## src/hdl/rsq_cfg.svh

```systemverilog
`ifndef RSQ_CFG_SVH
`define RSQ_CFG_SVH

// register addresses on the device register port
`define RSQ_ADDR_GAP_LO 8'h20
`define RSQ_ADDR_GAP_HI 8'h21
`define RSQ_ADDR_PICK 8'h22

// reset values
`define RSQ_RST_GAP_LO 8'h00
`define RSQ_RST_PICK 8'h98
`define RSQ_RST_BIT 1'h0
`define RSQ_HI_RSVD 6'h00
`define RSQ_READ_ZERO 8'h00

// field positions in the second delay register
`define RSQ_STRETCH_BIT 7
`define RSQ_GAP9_BIT 0

// strobe numbering
`define RSQ_NUM_STROBES 10
`define RSQ_STEP_FIRST 4'h1
`define RSQ_STEP_SEALED 4'h3
`define RSQ_STEP_LAST 4'hA
`define RSQ_STEP_ONE 4'h1
`define RSQ_STEP_TWO 4'h2
`define RSQ_CTRL_LO 4'h3
`define RSQ_CTRL_HI 4'hA

// timing, times in ms, clock in kHz
`define RSQ_CLK_KHZ 25000
`define RSQ_GAP_SHORT_MS 2
`define RSQ_GAP_LONG_MS 5
`define RSQ_DOWN_STRETCH 10

`endif

```

## src/hdl/rsq_pkg.sv

```systemverilog
package rsq_pkg;

  // sequencer walk state
  typedef enum logic [1:0] {
    RSQ_IDLE,
    RSQ_UP,
    RSQ_DOWN
  } rsq_state_t;

endpackage : rsq_pkg

```

## src/hdl/rsq_gap_timer.sv

```systemverilog
`timescale 1ns/100ps
`include "rsq_cfg.svh"

module rsq_gap_timer import rsq_pkg::*; #(
  parameter int unsigned CW = 21
) (
  input wire logic clock_i,
  input wire logic rst_i,
  input wire logic load_i,
  input wire logic [CW-1:0] load_val_i,
  output logic expire_o
);

  localparam logic [CW-1:0] ONE_C = CW'(1);

  logic [CW-1:0] cnt_r; // cycles left in the running gap

  // load wins over counting; zero means idle
  always_ff @(posedge clock_i or posedge rst_i) begin
    if (rst_i) begin
      cnt_r <= '0;
    end else if (load_i) begin
      cnt_r <= load_val_i;
    end else if (cnt_r != '0) begin
      cnt_r <= cnt_r - ONE_C;
    end
  end

  // last cycle of a gap of N cycles, so the next event lands N edges after the load
  assign expire_o = (cnt_r == ONE_C);

endmodule : rsq_gap_timer

```

## src/hdl/rsq_sequencer.sv

```systemverilog
`timescale 1ns/100ps
`include "rsq_cfg.svh"

module rsq_sequencer import rsq_pkg::*; #(
  parameter int unsigned CW = 21,
  parameter int unsigned GAP_SHORT_CYC = `RSQ_GAP_SHORT_MS * `RSQ_CLK_KHZ,
  parameter int unsigned GAP_LONG_CYC = `RSQ_GAP_LONG_MS * `RSQ_CLK_KHZ,
  parameter int unsigned STRETCH = `RSQ_DOWN_STRETCH
) (
  input wire logic clock_i,
  input wire logic rst_i,
  input wire logic [7:0] reg_addr_i,
  input wire logic [7:0] reg_wdata_i,
  input wire logic reg_wr_i,
  input wire logic reg_rd_i,
  output logic [7:0] reg_rdata_o,
  input wire logic power_up_i,
  input wire logic power_down_i,
  input wire logic fresh_seal_flag_i,
  output logic [`RSQ_NUM_STROBES-1:0] strobe_o,
  output logic buck_rail_one_en_o,
  output logic buck_rail_two_en_o,
  output logic busy_o
);

  // gap lengths in cycles, stretched forms precomputed so no multiplier is built
  localparam logic [CW-1:0] SHORT_C = CW'(GAP_SHORT_CYC);
  localparam logic [CW-1:0] LONG_C = CW'(GAP_LONG_CYC);
  localparam logic [CW-1:0] SHORT_X_C = CW'(GAP_SHORT_CYC * STRETCH);
  localparam logic [CW-1:0] LONG_X_C = CW'(GAP_LONG_CYC * STRETCH);
  localparam logic [3:0] STEP_INC = 4'h1;
  localparam logic [3:0] STEP_DEC2 = 4'h2;
  localparam logic [`RSQ_NUM_STROBES-1:0] STROBE_ONE = `RSQ_NUM_STROBES'(1);

  // register storage
  logic [7:0] gap_lo_r; // gap selects one to eight
  logic gap9_r; // ninth gap select
  logic stretch_r; // power-down stretch
  logic [7:0] pick_r; // buck rail strobe picks
  logic [7:0] rdata_r; // read data holding

  // walk state
  rsq_state_t state_r;
  rsq_state_t state_nxt;
  logic [3:0] step_r; // last strobe fired
  logic [`RSQ_NUM_STROBES-1:0] strobe_r;
  logic [1:0] rail_en_r; // per-rail enable

  // register decode
  wire wr_lo = reg_wr_i && (reg_addr_i == `RSQ_ADDR_GAP_LO);
  wire wr_hi = reg_wr_i && (reg_addr_i == `RSQ_ADDR_GAP_HI);
  wire wr_pick = reg_wr_i && (reg_addr_i == `RSQ_ADDR_PICK);
  wire [7:0] hi_view = {stretch_r, `RSQ_HI_RSVD, gap9_r};
  wire [7:0] rd_mux = (reg_addr_i == `RSQ_ADDR_GAP_LO) ? gap_lo_r :
                      (reg_addr_i == `RSQ_ADDR_GAP_HI) ? hi_view :
                      (reg_addr_i == `RSQ_ADDR_PICK) ? pick_r : `RSQ_READ_ZERO;

  // register writes; reserved bits of the second register are never stored
  always_ff @(posedge clock_i or posedge rst_i) begin
    if (rst_i) begin
      gap_lo_r <= `RSQ_RST_GAP_LO;
      gap9_r <= `RSQ_RST_BIT;
      stretch_r <= `RSQ_RST_BIT;
      pick_r <= `RSQ_RST_PICK;
    end else begin
      if (wr_lo) gap_lo_r <= reg_wdata_i;
      if (wr_hi) gap9_r <= reg_wdata_i[`RSQ_GAP9_BIT];
      if (wr_hi) stretch_r <= reg_wdata_i[`RSQ_STRETCH_BIT];
      if (wr_pick) pick_r <= reg_wdata_i;
    end
  end

  // read data lands one cycle after the read strobe, unmapped reads zero
  always_ff @(posedge clock_i or posedge rst_i) begin
    if (rst_i) rdata_r <= `RSQ_READ_ZERO;
    else if (reg_rd_i) rdata_r <= rd_mux;
  end

  // walk decisions
  wire timer_expire;
  wire idle = (state_r == RSQ_IDLE);
  wire start_up = idle && power_up_i; // up wins a tie with down
  wire start_down = idle && !power_up_i && power_down_i;
  wire tick = !idle && timer_expire;
  wire going_up = start_up || (state_r == RSQ_UP);
  // sealed parts start the up walk and end the down walk at strobe three
  wire [3:0] low_step = fresh_seal_flag_i ? `RSQ_STEP_SEALED : `RSQ_STEP_FIRST;
  wire [3:0] up_inc = step_r + STEP_INC;
  wire [3:0] up_next = (up_inc < low_step) ? low_step : up_inc;
  wire [3:0] dn_next = step_r - STEP_INC;
  wire [3:0] fire_step = start_up ? low_step :
                         start_down ? `RSQ_STEP_LAST :
                         going_up ? up_next : dn_next;
  // a down step into a sealed strobe ends the walk with no pulse
  wire fire_ok = start_up || start_down || (tick && (going_up || dn_next >= low_step));
  wire walk_end = tick && (going_up ? (fire_step == `RSQ_STEP_LAST) :
                           (dn_next <= low_step));
  wire timer_load = fire_ok && !walk_end;

  // gap k lies between strobes k and k+1 and is held in bit k-1
  wire [8:0] gap_sel_vec = {gap9_r, gap_lo_r};
  wire [3:0] gap_idx = going_up ? (fire_step - STEP_INC) : (fire_step - STEP_DEC2);
  wire gap_sel = gap_sel_vec[gap_idx];
  wire stretch_now = stretch_r && !going_up;
  wire [CW-1:0] load_val = stretch_now ? (gap_sel ? LONG_X_C : SHORT_X_C) :
                           (gap_sel ? LONG_C : SHORT_C);
  wire [`RSQ_NUM_STROBES-1:0] strobe_nxt =
    fire_ok ? (STROBE_ONE << (fire_step - STEP_INC)) : '0;

  // next state
  always_comb begin
    state_nxt = state_r;
    case (state_r)
      RSQ_IDLE: begin
        if (start_up) state_nxt = RSQ_UP;
        else if (start_down) state_nxt = RSQ_DOWN;
      end
      RSQ_UP, RSQ_DOWN: begin
        if (walk_end) state_nxt = RSQ_IDLE; // requests while walking are ignored
      end
      default: state_nxt = RSQ_IDLE;
    endcase
  end

  // walk registers
  always_ff @(posedge clock_i or posedge rst_i) begin
    if (rst_i) begin
      state_r <= RSQ_IDLE;
      step_r <= `RSQ_STEP_FIRST;
      strobe_r <= '0;
    end else begin
      state_r <= state_nxt;
      strobe_r <= strobe_nxt;
      if (fire_ok) step_r <= fire_step;
    end
  end

  rsq_gap_timer #(.CW(CW)) u_timer (
    .clock_i(clock_i),
    .rst_i(rst_i),
    .load_i(timer_load),
    .load_val_i(load_val),
    .expire_o(timer_expire)
  );

  // per-rail enables for picks 3 to A: set on power-up at its strobe, cleared on power-down
  genvar gi;
  for (gi = 0; gi < 2; gi++) begin : g_rail
    wire [3:0] code = pick_r[gi*4 +: 4];
    wire in_ctrl = (code >= `RSQ_CTRL_LO) && (code <= `RSQ_CTRL_HI);
    wire hit = in_ctrl && fire_ok && (fire_step == code);
    always_ff @(posedge clock_i or posedge rst_i) begin
      if (rst_i) rail_en_r[gi] <= 1'b0;
      else if (hit) rail_en_r[gi] <= going_up;
    end
  end

  assign reg_rdata_o = rdata_r;
  assign strobe_o = strobe_r;
  assign buck_rail_one_en_o = rail_en_r[0];
  assign buck_rail_two_en_o = rail_en_r[1];
  assign busy_o = !idle;

  // ---------------- checks ----------------
  logic [CW:0] since_r; // cycles since the last strobe decision
  logic [CW-1:0] last_load_r; // gap length loaded at that decision
  logic [`RSQ_NUM_STROBES-1:0] last_strobe_r;
  always_ff @(posedge clock_i or posedge rst_i) begin
    if (rst_i) begin
      since_r <= '0;
      last_load_r <= '0;
      last_strobe_r <= '0;
    end else begin
      since_r <= fire_ok ? (CW+1)'(1) : since_r + (CW+1)'(1);
      if (timer_load) last_load_r <= load_val;
      if (strobe_nxt != '0) last_strobe_r <= strobe_nxt;
    end
  end

  property p_up_short;
    @(posedge clock_i) disable iff (rst_i)
    (timer_load && going_up && !gap_sel) |-> (load_val == SHORT_C);
  endproperty
  a_up_short: assert property (p_up_short) else $error("up gap not short");

  property p_ninth_gap;
    @(posedge clock_i) disable iff (rst_i)
    (timer_load && going_up && fire_step == 4'h9) |-> (load_val == (gap9_r ? LONG_C : SHORT_C));
  endproperty
  a_ninth_gap: assert property (p_ninth_gap) else $error("ninth gap wrong");

  property p_down_stretch;
    @(posedge clock_i) disable iff (rst_i)
    (timer_load && !going_up && stretch_r) |-> (load_val == (gap_sel ? LONG_X_C : SHORT_X_C));
  endproperty
  a_down_stretch: assert property (p_down_stretch) else $error("stretch missing");

  property p_up_unscaled;
    @(posedge clock_i) disable iff (rst_i)
    (timer_load && going_up) |-> (load_val == SHORT_C || load_val == LONG_C);
  endproperty
  a_up_unscaled: assert property (p_up_unscaled) else $error("up gap scaled");

  property p_rail_on;
    @(posedge clock_i) disable iff (rst_i)
    (going_up && fire_ok && fire_step == pick_r[3:0] && pick_r[3:0] >= `RSQ_CTRL_LO
     && pick_r[3:0] <= `RSQ_CTRL_HI) |=> buck_rail_one_en_o;
  endproperty
  a_rail_on: assert property (p_rail_on) else $error("rail one not enabled");

  property p_uncontrolled;
    @(posedge clock_i) disable iff (rst_i)
    (pick_r[7:4] < `RSQ_CTRL_LO || pick_r[7:4] > `RSQ_CTRL_HI) |=> $stable(buck_rail_two_en_o);
  endproperty
  a_uncontrolled: assert property (p_uncontrolled) else $error("free rail switched");

  property p_reserved;
    @(posedge clock_i) disable iff (rst_i)
    (reg_rd_i && reg_addr_i == `RSQ_ADDR_GAP_HI) |=> (reg_rdata_o[6:1] == `RSQ_HI_RSVD);
  endproperty
  a_reserved: assert property (p_reserved) else $error("reserved bits nonzero");

  property p_seal;
    @(posedge clock_i) disable iff (rst_i)
    (strobe_o[1:0] != 2'h0) |-> !$past(fresh_seal_flag_i);
  endproperty
  a_seal: assert property (p_seal) else $error("sealed strobe fired");

  property p_gap_time;
    @(posedge clock_i) disable iff (rst_i)
    tick |-> (since_r == (CW+1)'(last_load_r));
  endproperty
  a_gap_time: assert property (p_gap_time) else $error("gap length wrong");

  property p_up_order;
    @(posedge clock_i) disable iff (rst_i)
    (tick && state_r == RSQ_UP && step_r >= `RSQ_STEP_SEALED) |=>
      (strobe_o == (last_strobe_r & ($past(last_strobe_r) << 1)));
  endproperty
  a_up_order: assert property (p_up_order) else $error("up walk out of order");

  c_up_walk: cover property (@(posedge clock_i) disable iff (rst_i) strobe_o[9] && going_up);
  c_down_end: cover property (@(posedge clock_i) disable iff (rst_i) walk_end && !going_up);
  c_stretch: cover property (@(posedge clock_i) disable iff (rst_i) timer_load && stretch_now);

endmodule : rsq_sequencer

```

## config.mk

```make
export PLATFORM = sky130hd
export DESIGN_NAME = rsq_sequencer
export DESIGN_NICKNAME = d
export VERILOG_FILES = /design/src/hdl/rsq_pkg.sv /design/src/hdl/rsq_gap_timer.sv /design/src/hdl/rsq_sequencer.sv
export VERILOG_INCLUDE_DIRS = /design/src /design/src/hdl
export SDC_FILE = /design/constraint.sdc
export NUM_CORES = 1
export LEC_CHECK = 0
export ABC_CLOCK_PERIOD_IN_PS = 5900
export BUFFER_PORTS_ARGS = -buffer_cell sky130_fd_sc_hd__buf_2
export CAP_MARGIN = 20
export CORE_ASPECT_RATIO = 0.6
export CORE_MARGIN = 1.5
export CORE_UTILIZATION = 57
export CTS_BUF_LIST = sky130_fd_sc_hd__clkbuf_2 sky130_fd_sc_hd__clkbuf_4 sky130_fd_sc_hd__clkbuf_8
export DETAILED_ROUTE_END_ITERATION = 6
export GPL_TIMING_DRIVEN = 0
export PLACE_DENSITY = 0.81
export SYNTH_ARGS = -nofsm -noshare
export SYNTH_HDL_FRONTEND = slang
export SYNTH_SLANG_ARGS = --single-unit
```

## constraint.sdc

```tcl
create_clock -name clock_i -period 5.9 [get_ports clock_i]
set_input_delay 0.295 -clock clock_i [delete_from_list [all_inputs] [get_ports clock_i]]
set_output_delay 0.295 -clock clock_i [all_outputs]
set_load 0.03 [all_outputs]
```

Word-level counts from Yosys, hierarchy flattened
Cells that the tools add are included.
Cells by class
  muxes and demuxes: 22
  $add $sub $neg: 5
  equality and inequality tests: 11
  shift-type cells: 1
  $lt $le $gt $ge: 8
  reductions and logical operators: 30
Operators with widths (number)
  21-bit 2-to-1 mux: 4
  8-bit by 6-bit == test with 1-bit output (second input constant): 3
  8-bit 2-to-1 mux: 3
  21-bit by 1-bit == test with 1-bit output (second input constant): 1
  21-bit nonzero test: 1
  21-bit by 1-bit subtractor with 21-bit output (second input constant): 1
  4-bit 2-to-1 mux: 5
  1-bit logical AND: 17
  17-bit 2-to-1 mux: 1
  10-bit 2-to-1 mux: 1
  1-bit by 4-bit left shift with 10-bit output (first input constant): 1
  4-bit == test: 2
  4-bit by 2-bit >= comparator with 1-bit output (second input constant): 2
  4-bit <= comparator (second input constant): 2
  2-bit 2-to-1 mux: 4
  4-bit by 1-bit subtractor with 4-bit output (second input constant): 2
  4-bit by 5-bit less-than comparator with 1-bit output (second input constant): 1
  4-bit by 1-bit adder with 4-bit output (second input constant): 1
  1-bit binary-select mux with 4-bit select: 1
  4-bit == test (second input constant): 1
  4-bit by 2-bit >= comparator with 1-bit output: 1
  4-bit by 2-bit <= comparator with 1-bit output: 1
  1-bit logical NOT: 4
  1-bit logical OR: 4
  12 further kinds: 13
Word-level totals
  bits in registers: 65
  output and inout bits: 21

Logic depth before layout (Yosys ltp)
Gate-level depths: netlist of run 1.
  word-level depth: 13
  mapped depth: 18

Hierarchy
Synthesis of run 1 repeated with hierarchy kept, for this count alone.
Second synthesis, totals
  cell total of the unflattened synthesis: 413
  area total of the unflattened synthesis: 4067.7 um^2
By module, submodules not included
  rsq_sequencer: sequential area each 1106.1 um^2, cells each 288, area each 2800.2 um^2, instances 1
  rsq_gap_timer: sequential area each 525.5 um^2, cells each 125, area each 1267.5 um^2, instances 1

Worst setup path after synthesis of run 1
OpenSTA, ideal clock, no wires.
  path type: register -> register
  from: register step_r[0]
  to: register u_timer.cnt_r[13]
  path slack: 1.151 ns
  cell stages (with the launch flop): 16
  setup time: 0.144 ns
  period minus slack after synthesis: 4.749 ns
  data required time: 5.756 ns
  data arrival time: 4.605 ns
  path through: dfstp_2 -> clkbuf_1 -> inv_1 -> ha_1 -> or4_1 -> o211ai_1 -> inv_1 -> ha_1 -> o22ai_1 -> mux2i_1 -> mux4_2 -> mux2i_1 -> inv_1 -> ha_1 -> nor2_1 -> a21oi_1
Between the ends
  cells in the longest elaborated chain, start to end: 13
Ends and longest elaborated chain
  start: declaration: RTL line rsq_sequencer.sv:45  | logic [3:0] step_r;
  start signal: assignment: RTL line rsq_sequencer.sv:129  | step_r <= `RSQ_STEP_FIRST;
  start signal: assignment: RTL line rsq_sequencer.sv:134  | if (fire_ok) step_r <= fire_step;
  4-bit by 1-bit adder with 4-bit output: RTL line rsq_sequencer.sv:88  | wire [3:0] up_inc = step_r + STEP_INC;
  4-bit by 2-bit less-than comparator with 1-bit output: RTL line rsq_sequencer.sv:89  | wire [3:0] up_next = (up_inc < low_step) ? low_step : up_inc;
  4-bit 2-to-1 mux: RTL line rsq_sequencer.sv:89
  4-bit 2-to-1 mux: RTL line rsq_sequencer.sv:93  | going_up ? up_next : dn_next;
  4-bit 2-to-1 mux: RTL line rsq_sequencer.sv:92  | start_down ? `RSQ_STEP_LAST :
  4-bit 2-to-1 mux: RTL line rsq_sequencer.sv:91  | wire [3:0] fire_step = start_up ? low_step :
  4-bit by 2-bit subtractor with 4-bit output or 4-bit by 1-bit subtractor with 4-bit output (tied branches): RTL line rsq_sequencer.sv:102  | wire [3:0] gap_idx = going_up ? (fire_step - STEP_INC) : (fire_step - STEP_DEC2);
  4-bit 2-to-1 mux: RTL line rsq_sequencer.sv:102
  1-bit binary-select mux with 4-bit select: RTL line rsq_sequencer.sv:103  | wire gap_sel = gap_sel_vec[gap_idx];
  1-bit 2-to-1 mux (implied by the code): RTL line rsq_sequencer.sv:103
  17-bit 2-to-1 mux or 21-bit 2-to-1 mux (tied branches): RTL line rsq_sequencer.sv:106, rsq_sequencer.sv:105
  21-bit 2-to-1 mux: RTL line rsq_sequencer.sv:105  | wire [CW-1:0] load_val = stretch_now ? (gap_sel ? LONG_X_C : SHORT_X_C) :
  21-bit 2-to-1 mux: RTL line rsq_gap_timer.sv:22  | end else if (load_i) begin
  end signal: assignment: RTL line rsq_gap_timer.sv:23  | cnt_r <= load_val_i;
  end signal: assignment: RTL line rsq_gap_timer.sv:25  | cnt_r <= cnt_r - ONE_C;
  end: declaration: RTL line rsq_gap_timer.sv:16  | logic [CW-1:0] cnt_r;
Several ways; a longest one is shown, not always the timed one. The select of a mux whose other input is x is not followed.
A chain may end at the register's enable or synchronous reset.

Worst setup path after layout of run 1
Same ends and word-level chain as after synthesis.

==> results.md, run 1 <==
- Status: finished clean
- Die area: 7580 um2
- TNS Setup: 0 ps
- Avg Vias per Cell: 6.10
- Total GRT Usage: 0.269
- GR Overflow Total: 0
- Yosys Warn Count: 0
- First-pass GRT wire length: 15.6 mm
- Sequential share of power: 0.259
- Area growth from synthesis to layout: 13.7%
- Netlist cell types: 68
- Most used DFF post-synth: dfrtp_1
- Die width: 111 um
- M1 wire length: 4.60 mm
- Post-CTS Setup Bufs: 0
- Clk root buf: clkbuf_8
- Synthesized area per cell: 9.97 um2
- Die Span Y: 68.0 um
- Register area share after synthesis: 0.406
- Initial antenna violation count: 0
- Routed WL: 9.61 mm
- Ports: 44
- TritonRoute pass-1 iters: 5
- Post-DP HPWL: 7.08 mm
- Worst VDD drop: 0.334 mV
- Largest fanout on the critical path: 10
- Critical Path AT: 5600 ps
- Post-route ant nets: 0
- CP required: 6110 ps
- Syn nets: 445
- Mapped cell area: 4020 um2
- Syn Inst Count: 403
- Worst path slowest cell: o22ai_1
- Max-cap viol count: 0
- Layout cells sized above 1: 0.246
- Max Fclk: 185 MHz
- Vias in the first global route: 3057
- R2r setup slk: 500 ps
- Setup slack after layout: 504 ps
- Met2 Wirelength: 4.08 mm
- Routed len/inst: 17.4 um
- HP Class: in -> async
- Htree depth: 3
- Crit Path Category: reg -> reg
- Worst slack, placed: 78.6 ps
- Static leakage: 2.15 nW
- Nature of the critical path endpoint: flip-flop
- Net Sw Power: 1.10 mW
- CTS tree: yes
- Clock Power Share: 0.155
- Worst skew pair latency: 350 ps
- Int Pwr: 1.26 mW
- Nets@finish: 501
- Crit path launch type: flip-flop
- Hold buffers post-CTS: 0
- Final min period: 5400 ps
- DRT iter0 DRCs: 255
- Post-synthesis async set-or-reset flop share: 1.00
- CTS Sinks: 65
- Max transition margin: 0.523
- Unrepaired setup endpoints after global routing: no
- Clock-pin slew on the worst setup and hold paths: 70 ps
- PortBufs: 40
- Switch share: 0.465
- Final setup violating endpoints: 0
- Seq cells post-synth: 65
- Worst-Margin Slew: 715 ps
- Fin. Hold Viols: 0
- Antenna cells: 0
- Clock buffer depth: 2
- Largest net degree at the start of global routing: 35
- Power per standard cell area: 516 nW/um2
- CP max stage delay: 580 ps
- Period Utilization, post-route: 0.915
- Core area: 6730 um2
- DR DRC count: 0
- Top sig layer: met4
- Post-CTS Resized: 0
- FP Rows: 23
- CP Cell Sequence: clkbuf_1 > inv_1 > ha_1 > or3b_2 > a21oi_1 > a311oi_1 > o211ai_1 > buf_4 > inv_1 > ha_1 > o22ai_1 > mux2i_1 > mux4_2 > mux2i_1 > inv_1 > ha_1 > nor2_1 > a21oi_1
- Total number of vias: 3363
- TritonCTS Buffers: 9
- Logic pwr share: 0.586
- Routability congestion estimate: 0.998
- Final Max Slew Viols: 0
- Clk_skew: 9.74 ps
- Post-synth EDFFs: 0
- Initial Utilization: 0.597
- WL met3: 859 um
[power by group through the flow]
stage | Combinational [mW] | Sequential (mW) | Clock (mW)
final | 1.38 | 0.612 | 0.366
after global routing | 1.51 | 0.624 | 0.390
after CTS | 1.30 | 0.611 | 0.374
after detailed placement | 1.30 | 0.618 | 0
after global placement | 1.26 | 0.611 | 0
after floorplan | 0.946 | 0.650 | 0
[worst paths after layout]
| kind | depth (start not counted) | end | startpoint |
|---|---|---|---|
| worst max register to register | 18 | u_timer.cnt_r[13]$_DFFE_PP0P_ | step_r[0]$_DFFE_PP1P_ |
| max in group asynchronous | 3 | pick_r[4]$_DFFE_PP1P_ | rst_i |
| worst min register to register | 1 | buck_rail_one_en_o$_DFFE_PP0P_ | buck_rail_one_en_o$_DFFE_PP0P_ |
| worst min-delay path | 2 | u_timer.cnt_r[17]$_DFFE_PP0P_ | rst_i |
| min in group clock_i | 2 | pick_r[1]$_DFFE_PP0P_ | reg_wdata_i[1] |
| worst max-delay path | 18 | u_timer.cnt_r[13]$_DFFE_PP0P_ | step_r[0]$_DFFE_PP1P_ |
[state kept, by name, indices dropped and copies added (netlist names)]
name and cells:
state_r 2, step_r 4, buck_rail_two_en_o 1, gap9_r 1, u_timer.cnt_r 21, strobe_o 10, gap_lo_r 8, pick_r 8
reg_rdata_o 8, stretch_r 1, buck_rail_one_en_o 1
[layer usage]
layer | GRT usage | up-vias
met5 | 0 | -
met4 | 0.0791 | 0
met3 | 0.0744 | 11
met2 | 0.409 | 151
met1 | 0.380 | 1622
li1 | - | 1579
[cells in the mapped netlist (3+ instances only)]
cell type | count | share of area
nor4_1 | 4 | 0.0062
xnor2_1 | 15 | 0.033
a211oi_1 | 6 | 0.011
and2_1 | 3 | 0.0047
or2_2 | 3 | 0.0047
or4_1 | 3 | 0.0056
mux2_2 | 18 | 0.050
and3_1 | 13 | 0.020
nand4_1 | 5 | 0.0078
dfstp_2 | 4 | 0.026
o22ai_1 | 11 | 0.017
nor3_1 | 10 | 0.012
or3_1 | 3 | 0.0047
ha_1 | 19 | 0.059
xor2_1 | 8 | 0.017
nand3_1 | 7 | 0.0087
a31oi_1 | 3 | 0.0047
dfrtp_1 | 61 | 0.38
mux2i_1 | 18 | 0.045
o31ai_1 | 4 | 0.0075
o21ai_0 | 18 | 0.022
nor4b_1 | 3 | 0.0065
nand2_1 | 23 | 0.021
inv_1 | 24 | 0.022
a21oi_1 | 19 | 0.024
nand2b_1 | 3 | 0.0047
a21boi_0 | 3 | 0.0056
buf_2 | 8 | 0.010
nor2_1 | 28 | 0.026
clkbuf_1 | 5 | 0.0047
[area by class of cell]
class | instances | area, um2
inverter | 25 | 93.8
timing repair buffer | 45 | 250
buffer | 16 | 85.1
clock inverter | 2 | 12.5
multi-input combinational | 297 | 2210
clock buffer | 14 | 180
tap | 87 | 109
sequential | 65 | 1630
fill | 547 | 2160
[logic make-up after synthesis]
| family | count (synthesis) | synth area share |
|---|---|---|
| XOR/XNOR | 23 | 0.0501 |
| multiplexers | 39 | 0.106 |
| flip-flops | 65 | 0.406 |
| buffers and inverters | 41 | 0.0445 |
| AO/OA/AOI/OAI | 84 | 0.141 |
| AND/OR/NAND/NOR | 132 | 0.192 |
| adder cells (fa/ha/maj) | 19 | 0.0592 |
[worst max-delay path: cells and delay by family, from the launching register on]
family | cells | cell delay (ps)
adder cells (fa/ha/maj) | 3 | 1120
flip-flops | 1 | 560
multiplexers | 3 | 1050
AND/OR/NAND/NOR | 2 | 600
AO/OA/AOI/OAI | 5 | 980
buffers and inverters | 5 | 930
[placed cells by master, fill, tap and decap left out, types with 3 or more instances in the layout]
master / count
a211oi_1: 6
a21boi_0: 3
a21oi_1: 19
a31oi_1: 3
and2_1: 3
and3_1: 13
buf_2: 48
buf_4: 4
clkbuf_1: 5
clkbuf_8: 12
dfrtp_1: 61
dfstp_2: 4
ha_1: 19
inv_1: 23
mux2_2: 18
mux2i_1: 18
nand2_1: 23
nand2b_1: 3
nand3_1: 7
nand4_1: 5
nor2_1: 28
nor3_1: 10
nor4_1: 4
nor4b_1: 3
o21ai_0: 18
o22ai_1: 11
o31ai_1: 4
or2_2: 3
or3_1: 3
or4_1: 3
xnor2_1: 15
xor2_1: 8
[stage by stage]
stage / total power, mW / area (um2) / utilization / std cells / hold WS (ps)
floorplan: 1.60 / 4020 / - / 403 / 390
global placement: 1.87 / 4330 / 0.643 / 530 / 481
detailed placement: 1.92 / 4350 / 0.646 / 531 / 440
CTS: 2.29 / 4540 / 0.674 / 547 / 54.6
global route: 2.52 / 4570 / 0.679 / 551 / 94.2
finish: 2.36 / 4570 / 0.679 / 551 / 40.3
No activity file was read; power rests on OpenSTA's default activity.
==> run 2: changes to the inputs <==
--- a/config.mk
+++ b/config.mk
@@ -6,16 +6,19 @@
 export SDC_FILE = /design/constraint.sdc
 export NUM_CORES = 1
 export LEC_CHECK = 0
+export ABC_AREA = 1
 export ABC_CLOCK_PERIOD_IN_PS = 5900
 export BUFFER_PORTS_ARGS = -buffer_cell sky130_fd_sc_hd__buf_2
 export CAP_MARGIN = 20
+export CELL_PAD_IN_SITES_DETAIL_PLACEMENT = 0
+export CELL_PAD_IN_SITES_GLOBAL_PLACEMENT = 1
 export CORE_ASPECT_RATIO = 0.6
 export CORE_MARGIN = 1.5
-export CORE_UTILIZATION = 57
+export CORE_UTILIZATION = 46
 export CTS_BUF_LIST = sky130_fd_sc_hd__clkbuf_2 sky130_fd_sc_hd__clkbuf_4 sky130_fd_sc_hd__clkbuf_8
 export DETAILED_ROUTE_END_ITERATION = 6
 export GPL_TIMING_DRIVEN = 0
-export PLACE_DENSITY = 0.81
+export PLACE_DENSITY = 0.86
 export SYNTH_ARGS = -nofsm -noshare
 export SYNTH_HDL_FRONTEND = slang
 export SYNTH_SLANG_ARGS = --single-unit
==> constraint.sdc (replaced) <==
create_clock -name clock_i -period 5.9 [get_ports clock_i]
set_input_delay 0.59 -clock clock_i [delete_from_list [all_inputs] [get_ports clock_i]]
set_output_delay 0.59 -clock clock_i [all_outputs]
set_load 0.03 [all_outputs]
==> results.md, run 2 <==
- Status: finished clean
- Most frequent cells in the layout: nand2_1 (106), dfrtp_1 (61), inv_1 (60), nor2_1 (46), buf_2 (45)
- Clk root buf: clkbuf_8
- PortBufs: 43
- DRT iter0 DRCs: 254
- Max Fclk: 263 MHz
- Max-cap viol count: 0
- Most used DFF post-synth: dfrtp_1
- Initial Utilization: 0.470
- Total GRT Usage: 0.231
- CP required: 6140 ps
- Nature of the critical path endpoint: flip-flop
- GR Overflow Total: 0
- Fillcell total: 822
- Synthesized area per cell: 8.17 um2
- Top cell type's share of synthesized area: 0.384
- Clk_skew: 10.6 ps
- Syn nets: 528
- Worst VDD drop: 0.169 mV
- Max reg flops: 21
- Crit path launch type: flip-flop
- Synth area leader: dfrtp_1
- Most frequent cell after synthesis: nand2_1
- Seq cells post-synth: 65
- Htree depth: 3
- Nets@finish: 583
- Post-route ant nets: 0
- CP top delay family: simple AND/OR/NAND/NOR gates
- Die area: 9220 um2
- Post-synthesis async set-or-reset flop share: 1.00
- First-pass GRT wire length: 15.8 mm
- HP Class: in -> async
- Routed WL: 9.61 mm
- TritonRoute pass-1 iters: 6
- Critical Path AT: 4050 ps
- Commonest cells in the netlist: nand2_1 (106), dfrtp_1 (61), inv_1 (61)
- Register area share after synthesis: 0.411
- TritonCTS Buffers: 9
- Post-CTS Setup Bufs: 0
- Area occupied by multi-input gates: 2030 um2
- CP dominant cell by count: nand2_1
- Fin. Hold Viols: 0
- Worst path slowest cell: dfstp_2
- Final min period: 3800 ps
- Post-DP HPWL: 7.38 mm
- Final setup violating endpoints: 0
- WHS: 290 ps
- Synth top area cells: dfrtp_1 (38%), nand2_1 (10%), ha_1 (6.0%)
- Clock-pin slew on the worst setup and hold paths: 80 ps
- Post-synth EDFFs: 0
- Routed len/inst: 14.6 um
- FP Rows: 26
- Avg Vias per Cell: 5.21
- Core area: 8460 um2
- CP Cell Sequence: ha_1 > inv_1 > nand2_1 > nand2_1 > nand2_1 > inv_1 > nand2_1 > inv_1 > nand2_1 > a21oi_1 > o21ai_2 > inv_1 > ha_1 > nor2_1 > nor2_1 > inv_1 > nand3_1 > nand3_1 > nand3_1 > nand2_1 > ha_1 > or2_1 > nand2_1 > a31oi_1
- Power per standard cell area: 540 nW/um2
- Worst skew pair latency: 360 ps
- Area growth from synthesis to layout: 14.2%
- Syn Inst Count: 486
- Crit path buf inv count: 5
- FF/Latch Area: 1630 um2
- CP max stage delay: 590 ps
- Final Max Slew Viols: 0
- Unrepaired setup endpoints after global routing: no
- Worst-Margin Slew: 590 ps
- Antenna cells: 0
- Largest fanout on the critical path: 8
- Max transition margin: 0.606
- TNS Setup: 0 ps
- Routability congestion estimate: 0.869
- Ports: 44
- Initial antenna violation count: 0
- Layout cells sized above 1: 0.216
- Static leakage: 2.30 nW
- Period Utilization, post-route: 0.645
- Total number of vias: 3430
- Die width: 123 um
- Most common cell after layout, fill and taps aside: nand2_1
- Die Span Y: 75.0 um
- Yosys Warn Count: 0
- CTS Sinks: 65
- Crit Path Category: reg -> reg
- Netlist cell types: 44
- Hold buffers post-CTS: 0
- DR DRC count: 0
- Mapped cell area: 3970 um2
- CTS tree: yes
- Largest net degree at the start of global routing: 41
- Vias in the first global route: 3075
- Largest register by flop count: u_timer.cnt_r
- Clock buffer depth: 2
- Post-CTS Resized: 0
[run 2: changes by cell type after synthesis, sizes merged, moves of 13 or more]
cell and change:
nand2 +91, mux2i -18, inv +42, and3 -13, nand3 +37, nor2 +23, o21ai +14
[run 2: logic make-up after synthesis]
group / after synthesis / share of synthesized area
compound gates: 65 / 0.0980
xor+xnor: 20 / 0.0460
fa+ha+maj: 19 / 0.0598
buf+inv: 74 / 0.0787
flops: 65 / 0.411
mux: 9 / 0.0255
simple gates: 234 / 0.281
[run 2: area by class of cell]
class                           count  share of cell area
Buffer                              6             0.00966
Tap cell                          112              0.0309
Clock buffer                       12              0.0350
Inverter                           68              0.0593
Clock inverter                      4             0.00634
Timing Repair Buffer               44              0.0519
Sequential cell                    65               0.360
Multi-Input combinational cell    347               0.447
[run 2: worst register-to-register path, stage by stage (launching register included)]
cell	delay, ps
dfstp_2	590
ha_1	180
inv_1	40
nand2_1	50
nand2_1	60
nand2_1	70
inv_1	50
nand2_1	70
inv_1	40
nand2_1	50
a21oi_1	70
o21ai_2	390
inv_1	210
ha_1	330
nor2_1	40
nor2_1	220
inv_1	90
nand3_1	90
nand3_1	80
nand3_1	110
nand2_1	110
ha_1	320
or2_1	280
nand2_1	90
a31oi_1	50
[run 2: power by group]
part           switching, mW  internal (mW)
Sequential            0.0975          0.570
Combinational          0.942          0.478
Clock                  0.183          0.180
[run 2: metrics by stage]
stage	cells	utilization	cell area, um2	total power [mW]	worst slack (ps)
after floorplan	486	-	3970	1.75	2700
after global placement	641	0.512	4330	2.04	1970
after detailed placement	642	0.514	4350	2.08	2010
after CTS	658	0.536	4540	2.46	2110
after global routing	658	0.536	4540	2.70	1740
final	658	0.536	4540	2.45	2100
[run 2: worst paths after layout]
path                                        startpoint                       endpoint  slack (ps)  cells after the start
worst max-delay path             step_r[0]$_DFFE_PP1P_  u_timer.cnt_r[13]$_DFFE_PP0P_        2100                     24
worst min-delay path                             rst_i   u_timer.cnt_r[1]$_DFFE_PP0P_         290                      2
worst max register to register   step_r[0]$_DFFE_PP1P_  u_timer.cnt_r[13]$_DFFE_PP0P_        2100                     24
min in group clock_i                    reg_wdata_i[3]          pick_r[3]$_DFFE_PP1P_         440                      3
worst min register to register  state_r[1]$_DFFE_PP0P_         state_r[1]$_DFFE_PP0P_         490                      2
max in group asynchronous                        rst_i          pick_r[7]$_DFFE_PP1P_        4920                      3
[run 2: metal layers]
layer / vias up / routed length (um) / part of all wire / GRT usage
li1: 1684 / - / - / -
met3: 6 / 661 / 0.069 / 0.0697
met2: 112 / 3840 / 0.40 / 0.310
met1: 1628 / 5050 / 0.53 / 0.360
met5: - / 0 / 0 / 0
met4: 0 / 56 / 0.0058 / 0.0536
